### config.mk
export PLATFORM = sky130hd
export DESIGN_NAME = fsar_top
export DESIGN_NICKNAME = d
export VERILOG_FILES = /design/src/core/fsar_pkg.sv /design/src/core/fsar_ifs.sv /design/src/core/fsar_result_store.sv /design/src/core/fsar_timer.sv /design/src/core/fsar_top.sv
export SDC_FILE = /design/constraint.sdc
export NUM_CORES = 1
export LEC_CHECK = 0
export BUFFER_PORTS_ARGS = -buffer_cell sky130_fd_sc_hd__buf_4
export CAP_MARGIN = 20
export CORE_UTILIZATION = 45
export DETAILED_ROUTE_END_ITERATION = 8
export MAX_ROUTING_LAYER = met4
export PLACE_DENSITY = 0.64
export SETUP_SLACK_MARGIN = 0.2
export SYNTH_ARGS = -nofsm -noshare
export SYNTH_HDL_FRONTEND = slang
export SYNTH_SLANG_ARGS = --single-unit
### constraint.sdc
create_clock -name clk -period 3.1 [get_ports clk]
set_input_delay 0.31 -clock clk [delete_from_list [all_inputs] [get_ports clk]]
set_output_delay 0.31 -clock clk [all_outputs]
set_load 0.05 [all_outputs]
### src/core/fsar_pkg.sv
// Purpose: shared constants for the fault status and result readout block
// Assumes: 50 MHz core clock, byte-wide register access port
// Notes: offsets are the register addresses seen on the access port
package fsar_pkg;
   // register offsets
   localparam logic [7:0] REG_GEN_STATUS = 8'h02;
   localparam logic [7:0] REG_FAULT_P = 8'h05;
   localparam logic [7:0] REG_FAULT_S = 8'h06;
   localparam logic [7:0] REG_RES_HI = 8'h07;
   localparam logic [7:0] REG_RES_LO = 8'h08;
   // general status fields
   localparam int GS_ALERT_BIT = 6;
   // primary fault fields
   localparam int FP_IRQ_RELEASE_BIT = 7;
   localparam int FP_LDO_BIT = 4;
   localparam int FP_THERM_BIT = 3;
   localparam int FP_SWOC_BIT = 2;
   // secondary fault fields
   localparam int FS_WDOG_BIT = 7;
   localparam int FS_HICCUP_BIT = 6;
   localparam int FS_VIN_UV_BIT = 5;
   localparam int FS_OUTPUT_OVERVOLT_FLAG_BIT = 4;
   localparam int FS_LOWDEM_BIT = 3;
   localparam int FS_INPUT_OVERVOLT_FLAG_BIT = 2;
   localparam int FS_BUSERR_BIT = 1;
   // reset values
   localparam logic [7:0] FAULT_RST = 8'h00;
   localparam logic [7:0] RES_RST = 8'h00;
   // conversion result layout
   localparam int RES_W = 14;
   localparam int RES_CH = 8;
   localparam int RES_HI14_LSB = 6;
   localparam int RES_LO_W = 6;
   // supervisory timer period codes
   localparam logic [1:0] WDOG_OFF = 2'h0;
   localparam logic [1:0] WDOG_X1 = 2'h1;
   localparam logic [1:0] WDOG_X2 = 2'h2;
   localparam logic [1:0] WDOG_X4 = 2'h3;
   // timing
   localparam int TMR_W = 36;
   localparam longint CLK_HZ = 64'd50000000;
   localparam longint LDO_RESTART_MS = 64'd100;
   localparam longint LDO_RESTART_CYCLES = (LDO_RESTART_MS * CLK_HZ + 64'd999) / 64'd1000;
   localparam longint WDOG_BASE_S = 64'd80;
   localparam longint WDOG_BASE_CYCLES = WDOG_BASE_S * CLK_HZ;
endpackage

### src/core/fsar_ifs.sv
// Purpose: carriers between the readout top and its helpers
// Assumes: single clock domain
// Notes: one carrier per helper
`timescale 1ns/1ps
interface fsar_tmr_if;
   logic run;
   logic kick;
   logic [35:0] limit;
   logic busy;
   logic done;
   modport ctl (output run, output kick, output limit, input busy, input done);
   modport tmr (input run, input kick, input limit, output busy, output done);
endinterface

interface fsar_res_if;
   logic wr;
   logic [2:0] wr_ch;
   logic [13:0] wr_val;
   logic [2:0] rd_ch;
   logic [13:0] rd_val;
   modport ctl (output wr, output wr_ch, output wr_val, output rd_ch, input rd_val);
   modport mem (input wr, input wr_ch, input wr_val, input rd_ch, output rd_val);
endinterface

### src/core/fsar_result_store.sv
// Purpose: holds the latest conversion value of each channel
// Assumes: one write per cycle at most
// Notes: read side is combinational from the stored words
`timescale 1ns/1ps
module fsar_result_store #(
   parameter int NCH = 8,
   parameter int W = 14
) (
   // clock and reset
   input wire logic clk,
   input wire logic sys_rst,
   // store carrier
   fsar_res_if.mem m
);
   if (NCH < 1 || NCH > 8 || W != 14) begin : g_chk
      $error("store size does not fit the carrier");
   end

   typedef struct packed {
      logic [NCH-1:0][W-1:0] val;
   } fsar_store_s;

   fsar_store_s s_r;
   fsar_store_s s_nxt;

   always_comb begin
      s_nxt = s_r;
      for (int i = 0; i < NCH; i++) begin
         if (m.wr && (m.wr_ch == 3'(i))) begin
            s_nxt.val[i] = m.wr_val;
         end
      end
   end

   always_ff @(posedge clk) begin
      if (sys_rst) begin
         s_r <= '0;
      end else begin
         s_r <= s_nxt;
      end
   end

   assign m.rd_val = s_r.val[m.rd_ch];
endmodule

### src/core/fsar_timer.sv
// Purpose: cycle counter for restart hold-off and supervisory timeout
// Assumes: limit of at least one cycle
// Notes: AUTO restarts the count after each expiry
`timescale 1ns/1ps
module fsar_timer #(
   parameter bit AUTO = 1'b0
) (
   // clock and reset
   input wire logic clk,
   input wire logic sys_rst,
   // control carrier
   fsar_tmr_if.tmr t
);
   typedef struct packed {
      logic [35:0] cnt;
      logic busy;
      logic done;
   } fsar_tmr_s;

   fsar_tmr_s s_r;
   fsar_tmr_s s_nxt;

   always_comb begin
      s_nxt = s_r;
      s_nxt.done = 1'b0;
      if (!t.run) begin
         s_nxt.cnt = '0;
         s_nxt.busy = 1'b0;
      end else if (t.kick || (AUTO && !s_r.busy)) begin
         s_nxt.cnt = '0;
         s_nxt.busy = 1'b1;
      end else if (s_r.busy) begin
         if (s_r.cnt >= t.limit - 36'h1) begin
            s_nxt.done = 1'b1;
            s_nxt.cnt = '0;
            s_nxt.busy = AUTO;
         end else begin
            s_nxt.cnt = s_r.cnt + 36'h1;
         end
      end
   end

   always_ff @(posedge clk) begin
      if (sys_rst) begin
         s_r <= '0;
      end else begin
         s_r <= s_nxt;
      end
   end

   assign t.busy = s_r.busy;
   assign t.done = s_r.done;
endmodule

### src/core/fsar_top.sv
// Purpose: fault flag, alert pin and conversion result registers
// Assumes: register strobes from an external serial slave, one cycle each
// Notes: read data is registered on the read strobe edge
`timescale 1ns/1ps
// Behaviour
// irq_release write frees alert, bit self-clears
// alert may stay low while fault persists
// live alert level shown in status bit 6
// ldo overload latched, cleared by read
// ldo flag never suppressed by mask
// ldo read-clear blocked during restart delay
// thermal flag clears on read once gone
// switch overcurrent clears on read once gone
// timeout flag set on expiry, read-proof
// host read or disable restarts timer
// hiccup flag set, held through hiccup
// hiccup flag read-clear only after exit
// input undervolt clears once input recovers
// output overvolt clears once output drops
// low demand flag clears after state left
// input overvolt latched only when powered on
// bus error flag on failed command
// high result byte: 13:6 or 7:0
// low result byte: bits 5:0, top zero
// status and result registers reset zero
// results follow selected read channel
// timer period off, x1, x2, x4
// new fault drives alert low
// writes to read-only bits ignored
module fsar_top #(
   parameter logic [35:0] LDO_DELAY_CYCLES = 36'(fsar_pkg::LDO_RESTART_CYCLES),
   parameter logic [35:0] WDOG_BASE_CYCLES = 36'(fsar_pkg::WDOG_BASE_CYCLES)
) (
   // clock and reset
   input wire logic clk,
   input wire logic sys_rst,

   // register access
   input wire logic [7:0] reg_addr,
   input wire logic reg_wr,
   input wire logic reg_rd,
   input wire logic [7:0] reg_wdata,
   output logic [7:0] reg_rdata,

   // fault conditions
   input wire logic ldo_overcurrent,
   input wire logic ldo_undervolt,
   input wire logic die_overtemp,
   input wire logic switch_overcurrent,
   input wire logic hiccup_state,
   input wire logic input_below_uv,
   input wire logic output_above_ov,
   input wire logic low_demand_off_state,
   input wire logic input_above_ov,
   input wire logic power_on_state,
   input wire logic bus_error_event,

   // supervisory timer
   input wire logic [1:0] wdog_period_sel,

   // conversion results
   input wire logic conv_valid,
   input wire logic [2:0] conv_channel,
   input wire logic [13:0] conv_value,
   input wire logic conv_is_14bit,
   input wire logic [2:0] result_channel_select,

   // alert pin
   input wire logic fault_alert_i,
   output logic fault_alert_o,
   output logic fault_alert_oe_n
);
   // refuse counts the timers cannot serve
   if (LDO_DELAY_CYCLES < 36'h1) begin : g_chk_ldo
      $error("restart hold-off shorter than one cycle");
   end

   if (WDOG_BASE_CYCLES < 36'h1) begin : g_chk_wd_min
      $error("timeout base shorter than one cycle");
   end

   // the longest period is four times the base
   if (WDOG_BASE_CYCLES > 36'h3ffffffff) begin : g_chk_wd_max
      $error("timeout base too large for the longest period");
   end

   if (fsar_pkg::TMR_W != 36) begin : g_chk_tmr_w
      $error("timer width differs from the timer carrier");
   end

   // refuse a result layout the byte split cannot serve
   if (fsar_pkg::RES_W != 14) begin : g_chk_res_w
      $error("result width differs from the store carrier");
   end

   if (fsar_pkg::RES_CH < 1 || fsar_pkg::RES_CH > 8) begin : g_chk_res_ch
      $error("result channel count outside the select range");
   end

   if (fsar_pkg::RES_HI14_LSB + 8 != fsar_pkg::RES_W) begin : g_chk_res_hi
      $error("high result byte does not end at the top bit");
   end

   if (fsar_pkg::RES_LO_W != fsar_pkg::RES_HI14_LSB) begin : g_chk_res_lo
      $error("low result byte does not meet the high byte");
   end

   // refuse field positions outside a byte
   if (fsar_pkg::GS_ALERT_BIT > 7) begin : g_chk_gs
      $error("status field outside the byte");
   end

   if (fsar_pkg::FP_IRQ_RELEASE_BIT > 7 || fsar_pkg::FP_LDO_BIT > 7 ||
       fsar_pkg::FP_THERM_BIT > 7 || fsar_pkg::FP_SWOC_BIT > 7) begin : g_chk_fp
      $error("primary fault field outside the byte");
   end

   if (fsar_pkg::FS_WDOG_BIT > 7 || fsar_pkg::FS_HICCUP_BIT > 7 || fsar_pkg::FS_VIN_UV_BIT > 7 ||
       fsar_pkg::FS_OUTPUT_OVERVOLT_FLAG_BIT > 7 || fsar_pkg::FS_LOWDEM_BIT > 7 ||
       fsar_pkg::FS_INPUT_OVERVOLT_FLAG_BIT > 7 || fsar_pkg::FS_BUSERR_BIT > 7) begin : g_chk_fs
      $error("secondary fault field outside the byte");
   end

   // reset values must read as zero
   if (fsar_pkg::FAULT_RST != 8'h00 || fsar_pkg::RES_RST != 8'h00) begin : g_chk_rst
      $error("register reset values must be zero");
   end

   // register offsets must not overlap
   if (fsar_pkg::REG_FAULT_P == fsar_pkg::REG_FAULT_S || fsar_pkg::REG_RES_HI == fsar_pkg::REG_RES_LO ||
       fsar_pkg::REG_GEN_STATUS == fsar_pkg::REG_FAULT_P) begin : g_chk_reg
      $error("register offsets overlap");
   end

   typedef struct packed {
      logic [7:0] flags_p;
      logic [7:0] flags_s;
      logic [7:0] rdata;
      logic [7:0] res_hi;
      logic [7:0] res_lo;
      logic alert_oe_n;
      logic alert_lvl;
   } fsar_state_s;

   fsar_state_s s_r;
   fsar_state_s s_nxt;

   fsar_tmr_if ldo_t ();
   fsar_tmr_if wdog_t ();
   fsar_res_if res ();

   logic rd_p;
   logic rd_s;
   logic release_req;
   logic [7:0] set_p;
   logic [7:0] set_s;
   logic [7:0] clr_ok_p;
   logic [7:0] clr_ok_s;
   logic any_cond;
   logic new_set;
   logic [13:0] sel_val;
   logic [7:0] hi_byte;
   logic [7:0] lo_byte;
   logic [7:0] flags_p_nxt;
   logic [7:0] flags_s_nxt;

   // restart hold-off after ldo overcurrent
   assign ldo_t.run = 1'b1;
   assign ldo_t.kick = ldo_overcurrent;
   assign ldo_t.limit = LDO_DELAY_CYCLES;

   fsar_timer #(
      .AUTO(1'b0)
   ) u_ldo_tmr (
      .clk(clk),
      .sys_rst(sys_rst),
      .t(ldo_t)
   );

   // supervisory timer
   assign wdog_t.run = (wdog_period_sel != fsar_pkg::WDOG_OFF);
   assign wdog_t.kick = reg_rd;

   always_comb begin
      case (wdog_period_sel)
         fsar_pkg::WDOG_X1: wdog_t.limit = WDOG_BASE_CYCLES;
         fsar_pkg::WDOG_X2: wdog_t.limit = 36'(WDOG_BASE_CYCLES << 1);
         fsar_pkg::WDOG_X4: wdog_t.limit = 36'(WDOG_BASE_CYCLES << 2);
         default: wdog_t.limit = WDOG_BASE_CYCLES;
      endcase
   end

   fsar_timer #(
      .AUTO(1'b1)
   ) u_wdog_tmr (
      .clk(clk),
      .sys_rst(sys_rst),
      .t(wdog_t)
   );

   // per-channel conversion store
   assign res.wr = conv_valid;
   assign res.wr_ch = conv_channel;
   assign res.wr_val = conv_value;
   assign res.rd_ch = result_channel_select;

   fsar_result_store #(
      .NCH(fsar_pkg::RES_CH),
      .W(fsar_pkg::RES_W)
   ) u_store (
      .clk(clk),
      .sys_rst(sys_rst),
      .m(res)
   );

   assign sel_val = res.rd_val;

   // result byte split
   always_comb begin
      if (conv_is_14bit) begin
         hi_byte = sel_val[fsar_pkg::RES_HI14_LSB +: 8];
         lo_byte = {2'h0, sel_val[fsar_pkg::RES_LO_W-1:0]};
      end else begin
         hi_byte = sel_val[7:0];
         lo_byte = 8'h00;
      end
   end

   // access decode
   assign rd_p = reg_rd && (reg_addr == fsar_pkg::REG_FAULT_P);
   assign rd_s = reg_rd && (reg_addr == fsar_pkg::REG_FAULT_S);
   assign release_req = reg_wr && (reg_addr == fsar_pkg::REG_FAULT_P) &&
                        reg_wdata[fsar_pkg::FP_IRQ_RELEASE_BIT];

   // primary set and clear terms
   always_comb begin
      set_p = 8'h00;
      clr_ok_p = 8'h00;
      set_p[fsar_pkg::FP_LDO_BIT] = ldo_overcurrent | ldo_undervolt;
      clr_ok_p[fsar_pkg::FP_LDO_BIT] = ~ldo_t.busy;
      set_p[fsar_pkg::FP_THERM_BIT] = die_overtemp;
      clr_ok_p[fsar_pkg::FP_THERM_BIT] = ~die_overtemp;
      set_p[fsar_pkg::FP_SWOC_BIT] = switch_overcurrent;
      clr_ok_p[fsar_pkg::FP_SWOC_BIT] = ~switch_overcurrent;
   end

   // secondary set and clear terms
   always_comb begin
      set_s = 8'h00;
      clr_ok_s = 8'h00;
      set_s[fsar_pkg::FS_WDOG_BIT] = wdog_t.done;
      clr_ok_s[fsar_pkg::FS_WDOG_BIT] = 1'b0;
      set_s[fsar_pkg::FS_HICCUP_BIT] = hiccup_state;
      clr_ok_s[fsar_pkg::FS_HICCUP_BIT] = ~hiccup_state;
      set_s[fsar_pkg::FS_VIN_UV_BIT] = input_below_uv;
      clr_ok_s[fsar_pkg::FS_VIN_UV_BIT] = ~input_below_uv;
      set_s[fsar_pkg::FS_OUTPUT_OVERVOLT_FLAG_BIT] = output_above_ov;
      clr_ok_s[fsar_pkg::FS_OUTPUT_OVERVOLT_FLAG_BIT] = ~output_above_ov;
      set_s[fsar_pkg::FS_LOWDEM_BIT] = low_demand_off_state;
      clr_ok_s[fsar_pkg::FS_LOWDEM_BIT] = ~low_demand_off_state;
      set_s[fsar_pkg::FS_INPUT_OVERVOLT_FLAG_BIT] = input_above_ov & power_on_state;
      clr_ok_s[fsar_pkg::FS_INPUT_OVERVOLT_FLAG_BIT] = ~input_above_ov;
      set_s[fsar_pkg::FS_BUSERR_BIT] = bus_error_event;
      clr_ok_s[fsar_pkg::FS_BUSERR_BIT] = 1'b1;
   end

   // alert terms
   assign new_set = |(set_p & ~s_r.flags_p) | |(set_s & ~s_r.flags_s);
   assign any_cond = ldo_overcurrent | ldo_undervolt | die_overtemp | switch_overcurrent |
                     hiccup_state | input_below_uv | output_above_ov | low_demand_off_state |
                     (input_above_ov & power_on_state);

   // latch per bit, set winning over read-clear
   for (genvar b = 0; b < 8; b++) begin : g_flag
      assign flags_p_nxt[b] = set_p[b] | (s_r.flags_p[b] & ~(rd_p & clr_ok_p[b]));
      assign flags_s_nxt[b] = set_s[b] | (s_r.flags_s[b] & ~(rd_s & clr_ok_s[b]));
   end

   always_comb begin
      s_nxt = s_r;
      // flags change only by set and read-clear
      s_nxt.flags_p = flags_p_nxt;
      s_nxt.flags_s = flags_s_nxt;

      // result registers track the selected channel
      s_nxt.res_hi = hi_byte;
      s_nxt.res_lo = lo_byte;

      // alert pin drive
      s_nxt.alert_lvl = 1'b0;
      if (new_set) begin
         s_nxt.alert_oe_n = 1'b0;
      end else if (release_req && !any_cond) begin
         s_nxt.alert_oe_n = 1'b1;
      end

      // registered read data
      if (reg_rd) begin
         case (reg_addr)
            fsar_pkg::REG_GEN_STATUS: begin
               s_nxt.rdata = 8'h00;
               s_nxt.rdata[fsar_pkg::GS_ALERT_BIT] = fault_alert_i;
            end
            fsar_pkg::REG_FAULT_P: begin
               s_nxt.rdata = s_r.flags_p;
            end
            fsar_pkg::REG_FAULT_S: begin
               s_nxt.rdata = s_r.flags_s;
            end
            fsar_pkg::REG_RES_HI: begin
               s_nxt.rdata = s_r.res_hi;
            end
            fsar_pkg::REG_RES_LO: begin
               s_nxt.rdata = s_r.res_lo;
            end
            default: begin
               s_nxt.rdata = 8'h00;
            end
         endcase
      end
   end

   always_ff @(posedge clk) begin
      if (sys_rst) begin
         s_r.flags_p <= fsar_pkg::FAULT_RST;
         s_r.flags_s <= fsar_pkg::FAULT_RST;
         s_r.rdata <= 8'h00;
         s_r.res_hi <= fsar_pkg::RES_RST;
         s_r.res_lo <= fsar_pkg::RES_RST;
         s_r.alert_oe_n <= 1'b1;
         s_r.alert_lvl <= 1'b0;
      end else begin
         s_r <= s_nxt;
      end
   end

   assign reg_rdata = s_r.rdata;
   assign fault_alert_o = s_r.alert_lvl;
   assign fault_alert_oe_n = s_r.alert_oe_n;
endmodule
After elaboration in Yosys (flattened, before gate mapping). Cells that the tools add are included.

$add $sub $neg: 3. Multiply operators: 0. Div/mod/pow operators: 0. Magnitude comparators: 3. Eq/ne operators: 14. Shift operators: 0. Mux-type cells: 15. Bitwise logic cells: 61. Reduce and logical (&&, ||, !) cells: 26.

Operators by type and width (count): 36-bit by 1-bit adder with 36-bit output (second input constant) (2); 36-bit 2-to-1 mux (2); 34-bit case mux with 2 select lines (1); 14-bit binary-select mux with 3-bit select (1); 8-bit case mux with 5 select lines (1); 36-bit by 23-bit >= comparator with 1-bit output (second input constant) (1); 36-bit >= comparator (1); 34-bit by 1-bit subtractor with 35-bit output (second input constant) (1); 8-bit by 3-bit equality test with 1-bit output (second input constant) (3); 1-bit NOT (20); 1-bit bitwise OR (19); 1-bit bitwise AND (18); 8-bit OR reduction (2); 14-bit 2-to-1 mux (1); 1-bit logical AND (13); 3-bit equality test (second input constant) (4); 5-bit by 8-bit bitwise AND with 8-bit output (1); 8-bit bitwise AND (1); 8-bit by 2-bit equality test with 1-bit output (second input constant) (1); 8-bit by 4-bit equality test with 1-bit output (second input constant) (1); 8-bit 2-to-1 mux (1); 5-bit NOT with 8-bit output (1); 8-bit NOT (1); 3-bit by 2-bit equality test with 1-bit output (second input constant) (2); other kinds (12) (23).

Register bits: 222. Latch bits: 0. Bits in writable memories: 0. Bits in read-only memories: 0. Bits of input ports: 56. Logic and storage cells: 142. Memories kept: 0.

Logic depth before layout (Yosys ltp). Gate-level depths: netlist (run 1).

Depth in word-level cells: 12. Mapped depth: 11. Depth with buffers taken out: 9.

Cells and area by module. From an unflattened synthesis (run 1), not the netlist that was laid out.

Cell total of the unflattened synthesis: 1492. Area, all modules: 12683.4 um^2.

Modules (own cells, without submodules): fsar_result_store (times used 1, cells each 564, area an instance 4889.7 um^2); fsar_timer (u_wdog_tmr) (times used 1, cells each 388, area an instance 3214.3 um^2); fsar_timer (u_ldo_tmr) (times used 1, cells each 371, area an instance 3051.7 um^2); fsar_top (times used 1, cells each 169, area an instance 1527.7 um^2).

Least setup slack after synthesis (run 1). Ideal clock, no wire load.

Path kind: input-to-reg. From: in wdog_period_sel[1]. To: reg u_wdog_tmr.s_r[10] in the netlist's numbering. Library setup time: 78 ps. Data arrival time: 2250 ps. Data required time: 3022 ps. Setup slack: 772 ps. Cell stages on the path: 11. Buffers on the path: 2. Cell sequence: clkbuf_1 nand2b_1 inv_1 ha_1 a21o_1 nand3_1 a21oi_1 o311ai_0 nand3_1 buf_2 nor3_1.

Cells in the longest elaborated chain, start to end: 5.

RTL lines: start, declared (RTL line fsar_top.sv:59) `input wire logic [1:0] wdog_period_sel,`; 2-bit equality test (RTL line fsar_top.sv:185) `case (wdog_period_sel)`; 34-bit case mux with 2 select lines (RTL line fsar_top.sv:185); 34-bit by 1-bit subtractor with 35-bit output (RTL line fsar_timer.sv:33) `if (s_r.cnt >= t.limit - 36'h1) begin`; 36-bit >= comparator (RTL line fsar_timer.sv:33); 36-bit 2-to-1 mux (RTL line fsar_timer.sv:33); end signal, assigned (RTL line fsar_timer.sv:47) `s_r <= s_nxt;`; end, declared (RTL line fsar_timer.sv:20) `fsar_tmr_s s_r;`.

Several ways; a longest one is shown, not always the timed one. A chain may end at the register's enable or synchronous reset.

Final worst setup path (run 1).
From: reg u_ldo_tmr.s_r[26] in the netlist's numbering. To: reg u_ldo_tmr.s_r[24] in the netlist's numbering.

Cells in the longest elaborated chain, start to end: 2.

RTL lines (RTL line): start, declared (fsar_timer.sv:20); start signal, assigned (fsar_timer.sv:47); 36-bit by 23-bit >= comparator with 1-bit output (fsar_timer.sv:33); 36-bit 2-to-1 mux (fsar_timer.sv:33).

Every way passes these cells.

==> flow_summary.yaml, run 1 <==
timing:
  max_freq_mhz: 397
  post-route-period-util_pct: 81.2
  final.min_clock_period_ns: 2.52
  finalClockSkew_ns: 0.00751
  slew_headroom_pct: 39.6
  hold_ws_ns: 0.0274
  slew_viol_final: 0
  tightest_slew_ns: 0.903
  hold_viol_final: 0
  setup_ws_ns: 0.582
  setup-tns-final_ns: 0
  setup_viol: 0
  rsz0062_at_grt: "no"
finish:
  area_delta_synth_final_pct: 13.5
  fill_cells: 2052
  n_antenna_cell: 0
  drive_above_1_share_pct: 14.2
  fin_cells: 1498
  multi_input_area_um2: 5140
  final_common_cell: "nand2_1"
  final_cell_mix: "nand2_1 (285), dfxtp_1 (220), a21oi_1 (152), buf_4 (76), nor2_1 (57)"
  nNetsFinal: 1277
  regArea_um2: 4400
power_and_ir_drop:
  p_leak_nw: 4.11
  irDropWorstVdd_mv: 0.432
  power.density_nw_per_um2: 553
logic_synthesis:
  ys_seq_elements: 220
  syn-instance-count: 1186
  synthFlopType: "dfxtp_1"
  synth_top_area_cell: "dfxtp_1"
  synth_area_per_cell_um2: 8.46
  synth_area_leaders: "dfxtp_1 (44%), nand2_1 (11%), a21oi_1 (7.6%)"
  netlist_area_um2: 10000
  synth_warnings: 0
  ys_seq_area_share_pct: 43.9
  async_reset_ff_share_pct: 0
  synth_top_area_share_pct: 43.9
  synthDistinctLibCells: 64
  synth_edf_count: 0
grt:
  antenna_found_initial: 0
  overflow: 0
  grt_max_degree: 66
  grt_pass1_vias: 7608
  grt_pass1_wl_um: 39700
  grt.total_usage_pct: 22.7
clocking:
  hold_buffers: 0
  cts_resized: 0
  clock_latency_ns: 0.52
  htreeDepth: 1
  cts_tree: "done"
  cts_made_buffers: 24
  cts.sinks: 220
  cts_root_buffer: "clkbuf_16"
  post-cts-setup-buffers: 0
  clk_pin_slew_ns: 0.06
  clock_path_buffers: 3
die:
  dieArea_um2: 22900
  core_area_um2: 21800
  chipWidth_um: 151
  start_util_pct: 46.0
  rows: 54
  die_h_um: 151
  pin_count: 66
drt:
  drc: 0
  drt_iter0_markers: 437
  viasPerCell: 5.45
  finalWirelength_um: 24600
  post_drt_wl_per_cell_um: 16.4
  ant_nets: 0
  firstDrtPassIters: 5
  num_vias: 8170
critical_path:
  crit_path_frequent_cell: "or4_1"
  r2r_start: "u_ldo_tmr.s_r[26]"
  start_kind: "register"
  worst_setup_path_end_kind: "register"
  worstPathMaxFanout: 17
  critPathMaxStageDelay_ns: 0.66
  crit_path_cell_trace: "or4_1 -> or4_1 -> nor3_4 -> and4_2 -> a21o_1"
  crit_path_top_delay_cell: "or4_1"
  regToRegEndpoint: "u_ldo_tmr.s_r[24]"
  ff2ff_setup_slack_ns: 0.58
  worstSetupPathType: "reg -> reg"
  cp.required_ns: 3.57
  worst_ep_arrival_time_ns: 2.98
  r2r_cells: 5
placed_design:
  place_hpwl_um: 15800
  dp_cells: 1455
  dpl_worst_slack_ns: 0.606
  io_buffers: 57
  routabilityCongestion: 0.829
hold_path:
  worst_hold_path.endpoint: "s_r[32]"
  hp-start: "hiccup_state"
  hold_path.class: "in -> reg"
  hold_path_depth: 3
outcome:
  status: "complete, no violations"
flow_run:
  maxCapViolations: 0
[power by group]
part	leakage [nW]	switching (mW)	internal, mW
Combinational	1.93	0.247	0.144
Clock	0.406	1.13	1.88
Sequential	1.78	0.0272	2.88
[sequential cells by signal, summed over array words and instances, names as in the netlist]
signal	flops
u_store.s_r	112
u_ldo_tmr.s_r	36
u_wdog_tmr.s_r	36
s_r	24
reg_rdata	8
fault_alert_oe_n	1
u_ldo_tmr.t.busy	1
u_wdog_tmr.t.busy	1
u_wdog_tmr.t.done	1
[kinds of logic after synthesis]
family | share of synthesized area, %
and+or+nand+nor | 24.5
DFF | 43.9
AOI/OAI and AO/OA | 12.3
buffers and inverters | 5.06
muxes | 8.18
xor gates and xnor gates | 3.40
adders and majority gates | 2.59
other | 0.0374
[critical path: cells and delay by family, from the launching register on]
| kind | cells | cell delay (ns) |
|---|---|---|
| AOI/OAI and AO/OA | 1 | 0.07 |
| and+or+nand+nor | 4 | 2.09 |
| DFF | 1 | 0.30 |
[worst max-delay path by stage]
| stage | start | to | slack, ns | cells after the start |
|---|---|---|---|---|
| 4_1_cts | u_ldo_tmr.s_r[26] | u_ldo_tmr.s_r[24] | 0.58 | 5 |
| 2_1_floorplan | wdog_period_sel[1] | u_wdog_tmr.s_r[10] | 0.77 | 11 |
| 5_1_grt | u_ldo_tmr.s_r[26] | u_ldo_tmr.s_r[24] | 0.48 | 5 |
| 3_3_place_gp | u_ldo_tmr.s_r[26] | u_ldo_tmr.s_r[24] | 0.62 | 5 |
| 3_5_place_dp | u_ldo_tmr.s_r[26] | u_ldo_tmr.s_r[24] | 0.61 | 5 |
| 6_report | u_ldo_tmr.s_r[26] | u_ldo_tmr.s_r[24] | 0.58 | 5 |
[cell usage after synthesis (all sizes together), types with 18 or more instances]
| library cell | n |
|---|---|
| nand2 | 285 |
| dfxtp | 220 |
| a21oi | 152 |
| clkbuf | 65 |
| nor2 | 57 |
| nor3 | 44 |
| nand3 | 32 |
| mux4 | 29 |
| xor2 | 25 |
| buf | 24 |
| inv | 23 |
| nand4 | 23 |
| ha | 20 |
| and3 | 18 |
| o21ai | 18 |
[through the flow]
step / power [mW] / utilization (%) / instance area, um^2
6_report: 6.30 / 52.2 / 11400
5_1_grt: 6.53 / 52.2 / 11400
4_1_cts: 6.37 / 52.2 / 11400
3_5_place_dp: 3.36 / 48.3 / 10600
3_3_place_gp: 3.35 / 48.3 / 10600
2_1_floorplan: 3.22 / - / 10000
[final cells by class]
class	count	area share (%)
Clock buffer	35	6.09
Clock inverter	8	1.25
Inverter	23	0.758
Multi-Input combinational cell	856	45.1
Sequential cell	220	38.7
Tap cell	280	3.08
Timing Repair Buffer	76	5.01
[layer usage]
layer  global-route usage (%)  part of all wire (%)
met5                        -                     0
met1                     29.1                    46
met3                     2.98                   4.7
met4                     6.25                   2.1
met2                     37.3                    47
Note: power is estimated with default switching activity, not from simulation.
==> inputs of run 2 (changes only) <==
--- a/config.mk
+++ b/config.mk
@@ -10,7 +10,7 @@
 export CORE_UTILIZATION = 45
 export DETAILED_ROUTE_END_ITERATION = 8
 export MAX_ROUTING_LAYER = met4
-export PLACE_DENSITY = 0.64
+export PLACE_DENSITY = 0.67
 export SETUP_SLACK_MARGIN = 0.2
 export SYNTH_ARGS = -nofsm -noshare
 export SYNTH_HDL_FRONTEND = slang
==> constraint.sdc (replaced) <==
create_clock -name clk -period 2.05 [get_ports clk]
set_input_delay 0.205 -clock clk [delete_from_list [all_inputs] [get_ports clk]]
set_output_delay 0.205 -clock clk [all_outputs]
set_load 0.05 [all_outputs]
==> run 2 against run 1 <==
The flow now finishes with violations (negative setup slack). Register-to-register slack got worse by 0.65 ns. Cell count rose by 7.9%. Routed wire length rose by 11%. Die area did not move. Highest routed layer unchanged.
==> flow_summary.yaml, run 2 (synthesis results as in run 1) <==
clocking:
  htreeDepth: 1
  cts_root_buffer: "clkbuf_16"
  clock_latency_ns: 0.52
  clock_path_buffers: 3
  clk_pin_slew_ns: 0.06
  cts_tree: "done"
  cts_made_buffers: 24
  cts.sinks: 220
placed_design:
  placed_area_um2: 11300
  io_buffers: 57
  place_hpwl_um: 16900
  dp_cells: 1522
  routabilityCongestion: 0.855
  dpl_worst_slack_ns: -0.151
timing:
  setup_viol: 32
  hold_viol_final: 0
  finalClockSkew_ns: 0.0102
  slew_viol_final: 0
  hold_ws_ns: 0.0109
  slew_headroom_pct: 55.4
  rsz0062_at_grt: "yes"
  final.min_clock_period_ns: 2.12
  post-route-period-util_pct: 103
  max_freq_mhz: 472
  tightest_slew_ns: 0.668
  setup_ws_ns: -0.0674
critical_path:
  path_delay_family: "simple AND/OR/NAND/NOR gates"
  start_kind: "register"
  cp.required_ns: 2.50
  worst_ep_arrival_time_ns: 2.56
  crit_path_cell_trace: "o21ai_0 -> nand3_1 -> or4_4 -> buf_6 -> nor3_4 -> buf_4 -> buf_6 -> nand4_1 -> o21ai_1"
  worst_setup_path_end_kind: "register"
  worstSetupPathType: "reg -> reg"
  critPathMaxStageDelay_ns: 0.54
  crit_path_frequent_cell: "buf_6"
  worstPathMaxFanout: 5
  crit_path_top_delay_cell: "or4_4"
  ff2ff_setup_slack_ns: -0.07
  path_buf_inv: 3
power_and_ir_drop:
  power.density_nw_per_um2: 718
  irDropWorstVdd_mv: 0.648
  p_leak_nw: 4.96
finish:
  final_common_cell: "nand2_1"
  drive_above_1_share_pct: 28.2
  nNetsFinal: 1397
  largestRegisters: "u_store.s_r x112, u_ldo_tmr.s_r x36, u_wdog_tmr.s_r x36"
  regMostFlops: "u_store.s_r"
  fin_cells: 1617
  n_antenna_cell: 0
  final_cell_mix: "nand2_1 (283), dfxtp_1 (198), a21oi_1 (141), buf_4 (140), nor2_1 (56)"
  largest_register_ffs: 112
  area_delta_synth_final_pct: 31.5
  fin_area_um2: 13200
die:
  die_h_um: 151
  pin_count: 66
  rows: 54
  start_util_pct: 46.0
  core_area_um2: 21800
  dieArea_um2: 22900
  chipWidth_um: 151
drt:
  ant_nets: 0
  drc: 0
  finalWirelength_um: 27200
  firstDrtPassIters: 5
  drt_iter0_markers: 542
  num_vias: 8850
  post_drt_wl_per_cell_um: 16.8
  viasPerCell: 5.47
grt:
  grt.total_usage_pct: 24.6
  grt_pass1_vias: 8565
  overflow: 0
  antenna_found_initial: 0
  grt_max_degree: 121
  grt_pass1_wl_um: 43100
flow_run:
  maxCapViolations: 0
hold_path:
  hold_path.class: "in -> reg"
outcome:
  status: "complete, but fails checks"
  violations: "negative setup slack"
## run 2: worst paths after layout
| path | depth (start not counted) | endpoint | start |
|---|---|---|---|
| worst max-delay path | 9 | u_ldo_tmr.s_r[13] | u_ldo_tmr.s_r[22] |
| worst min-delay path | 3 | s_r[28] | input_above_ov |
| worst max register to register | 9 | u_ldo_tmr.s_r[13] | u_ldo_tmr.s_r[22] |
| worst min register to register | 2 | u_store.s_r[1] | u_store.s_r[1] |
## run 2: repair_timing
action                                  in CTS  in global routing
hold buffers                                25                  0
hold endpoints to repair                   117                  0
endpoints found under the setup margin      65                 66
gates resized for setup                     52                 70
gates cloned                                 4                  0
setup buffers                               16                  8
pin swaps                                   26                 19
## run 2: stage by stage
stage	utilization, %	power [mW]	TNS (ns)
2_1_floorplan	-	4.90	0
3_3_place_gp	51.9	5.13	-0.990
3_5_place_dp	51.9	5.14	-1.69
4_1_cts	58.7	9.52	-0.154
5_1_grt	60.5	9.79	-3.57
6_report	60.5	9.48	-0.893
## run 2: metal layers
layer / up-vias / share of wire (%) / track usage [%]
met4: 0 / 2.6 / 7.80
met5: - / 0 / -
met3: 59 / 4.4 / 2.98
li1: 4366 / - / -
met1: 4232 / 43 / 31.0
met2: 193 / 49 / 40.9
## run 2: power by group
group	switching [mW]	internal, mW	leakage [nW]	total (mW)
Combinational	0.442	0.361	2.79	0.803
Clock	1.72	2.57	0.379	4.29
Sequential	0.0419	4.34	1.79	4.38
Total	2.20	7.27	4.96	9.48
## run 2: worst min-delay path, stage by stage
cell     delay (ns)
buf_4          0.08
o21ai_0        0.08
a21oi_1        0.13
## run 2: cell type report
class	count	area, um^2
well taps	280	350
multi-input cells	856	5770
repair buffers	196	1760
clock buffers	39	738
flip-flops and latches	220	4440
inverters	23	86.3
clock inverters	3	42.5
fillers	1842	8630
==> inputs of run 3 (changes only) <==
--- a/config.mk
+++ b/config.mk
@@ -11,6 +11,7 @@
 export DETAILED_ROUTE_END_ITERATION = 8
 export MAX_ROUTING_LAYER = met4
 export PLACE_DENSITY = 0.67
+export RECOVER_POWER = 25
 export SETUP_SLACK_MARGIN = 0.2
 export SYNTH_ARGS = -nofsm -noshare
 export SYNTH_HDL_FRONTEND = slang
==> run 3 against run 2 <==
The flow still finishes with violations (negative setup slack). Combinational power decreased by 0.5%. Die area unchanged. Clock power about the same. Highest routed layer unchanged. Fmax about the same. Via count is 0.19% higher. Largest power group unchanged. Critical path type unchanged. Sequential power is essentially flat. Largest cell class unchanged. Final area shrank 0.14%. Routed wire length fell by 0.20%.
==> flow_summary.yaml, run 3 (synthesis results as in run 1) <==
finish:
  largestRegisters: "u_store.s_r x112, u_ldo_tmr.s_r x36, u_wdog_tmr.s_r x36"
  area_delta_synth_final_pct: 31.3
  drive_above_1_share_pct: 28.1
  final_cell_mix: "nand2_1 (283), dfxtp_1 (198), a21oi_1 (141), buf_4 (138), nor2_1 (56)"
  nNetsFinal: 1397
  n_antenna_cell: 0
  regMostFlops: "u_store.s_r"
  final_common_cell: "nand2_1"
  fin_cells: 1617
  largest_register_ffs: 112
power_and_ir_drop:
  power_frac_comb_pct: 8.4
  irDropWorstVdd_mv: 0.644
  switching_share_pct: 23.2
  p_seq_share_pct: 46.3
  p_leak_nw: 4.95
  clkPwrFrac_pct: 45.2
  switching_power_mw: 2.20
  power.density_nw_per_um2: 719
  p_int_mw: 7.27
outcome:
  violations: "negative setup slack"
  status: "complete, but fails checks"
critical_path:
  path_buf_inv: 3
  start_kind: "register"
  worst_setup_path_end_kind: "register"
  critPathMaxStageDelay_ns: 0.54
  worst_ep_arrival_time_ns: 2.56
  crit_path_cell_trace: "o21ai_0 -> nand3_1 -> or4_4 -> buf_6 -> nor3_4 -> buf_4 -> buf_6 -> nand4_1 -> o21ai_1"
  path_delay_family: "simple AND/OR/NAND/NOR gates"
  ff2ff_setup_slack_ns: -0.07
  cp.required_ns: 2.50
  worstPathMaxFanout: 5
  worstSetupPathType: "reg -> reg"
  crit_path_top_delay_cell: "or4_4"
  crit_path_frequent_cell: "buf_6"
clocking:
  cts_root_buffer: "clkbuf_16"
  cts.sinks: 220
  clk_pin_slew_ns: 0.06
  htreeDepth: 1
  cts_tree: "done"
  cts_made_buffers: 24
  clock_path_buffers: 3
  clock_latency_ns: 0.52
die:
  dieArea_um2: 22900
  die_h_um: 151
  rows: 54
  pin_count: 66
  start_util_pct: 46.0
  chipWidth_um: 151
  core_area_um2: 21800
timing:
  rsz0062_at_grt: "yes"
  finalClockSkew_ns: 0.0103
  slew_headroom_pct: 10.8
  max_freq_mhz: 472
  setup_viol: 32
  final.min_clock_period_ns: 2.12
  tightest_slew_ns: 1.34
  slew_viol_final: 0
  post-route-period-util_pct: 103
  setup_ws_ns: -0.0682
  hold_viol_final: 0
drt:
  post_drt_wl_per_cell_um: 16.8
  viasPerCell: 5.48
  num_vias: 8867
  drc: 0
  finalWirelength_um: 27200
  firstDrtPassIters: 5
  ant_nets: 0
  drt_iter0_markers: 514
grt:
  grt_max_degree: 121
  antenna_found_initial: 0
  grt_pass1_vias: 8565
  grt_pass1_wl_um: 43100
  overflow: 0
  grt.total_usage_pct: 24.6
placed_design:
  io_buffers: 57
  routabilityCongestion: 0.855
  place_hpwl_um: 16900
  dp_cells: 1522
  dpl_worst_slack_ns: -0.151
flow_run:
  maxCapViolations: 0
hold_path:
  hold_path.class: "in -> reg"
## run 3: path summary, 6_finish.rpt
check,from,to,cells past startpoint
max,u_ldo_tmr.s_r[22],u_ldo_tmr.s_r[13],9
min,input_above_ov,s_r[28],3
max reg2reg,u_ldo_tmr.s_r[22],u_ldo_tmr.s_r[13],9
min reg2reg,u_store.s_r[39],u_store.s_r[39],2
## run 3: layer usage
layer / part of all wire (%) / global-route usage [%] / routed length, um / vias up
li1: - / - / - / 4364
met1: 43 / 31.0 / 11800 / 4239
met5: 0 / - / 0 / -
met2: 49 / 40.9 / 13500 / 205
met3: 4.6 / 2.98 / 1240 / 59
met4: 2.7 / 7.80 / 722 / 0
## run 3: area by class of cell
cell class	count	area, um^2
Sequential cell	220	4440
Timing Repair Buffer	196	1750
Clock buffer	39	738
Fill cell	1847	8650
Inverter	23	86.3
Multi-Input combinational cell	856	5770
Clock inverter	3	42.5
Tap cell	280	350
## run 3: power groups by stage
| stage | clock network (mW) | logic (mW) | registers [mW] |
|---|---|---|---|
| global route | 4.53 | 0.864 | 4.39 |
| CTS | 4.36 | 0.766 | 4.39 |
| floorplan | 0 | 0.422 | 4.47 |
| global placement | 0 | 0.652 | 4.48 |
| detailed placement | 0 | 0.661 | 4.48 |
| finish | 4.28 | 0.799 | 4.39 |
## run 3: tightest hold or removal path: cells and delay by family
family                 cells  cell delay [ns]
AO/OA/AOI/OAI              2             0.21
buffers and inverters      1             0.08
## run 3: what timing repair did
| item | 4_1_cts | 5_1_grt |
|---|---|---|
| hold buffers | 25 | 0 |
| cloned | 4 | 0 |
| buffers inserted | 16 | 8 |
| endpoints found under the setup margin | 65 | 66 |
| endpoints found under the hold margin | 117 | 0 |
| gates resized for setup | 52 | 70 |
| pin swaps | 26 | 19 |
## run 3: metrics by stage
step                total power, mW  instance area [um^2]  util, %  hold slack [ns]  TNS (ns)
finish                         9.47                 13200     60.4           0.0115    -0.938
global route                   9.79                 13200     60.4           0.0356     -3.57
CTS                            9.52                 12800     58.7          0.00307    -0.154
detailed placement             5.14                 11300     51.9            0.444     -1.69
global placement               5.13                 11300     51.9            0.436    -0.990
floorplan                      4.90                 10300        -            0.289         0
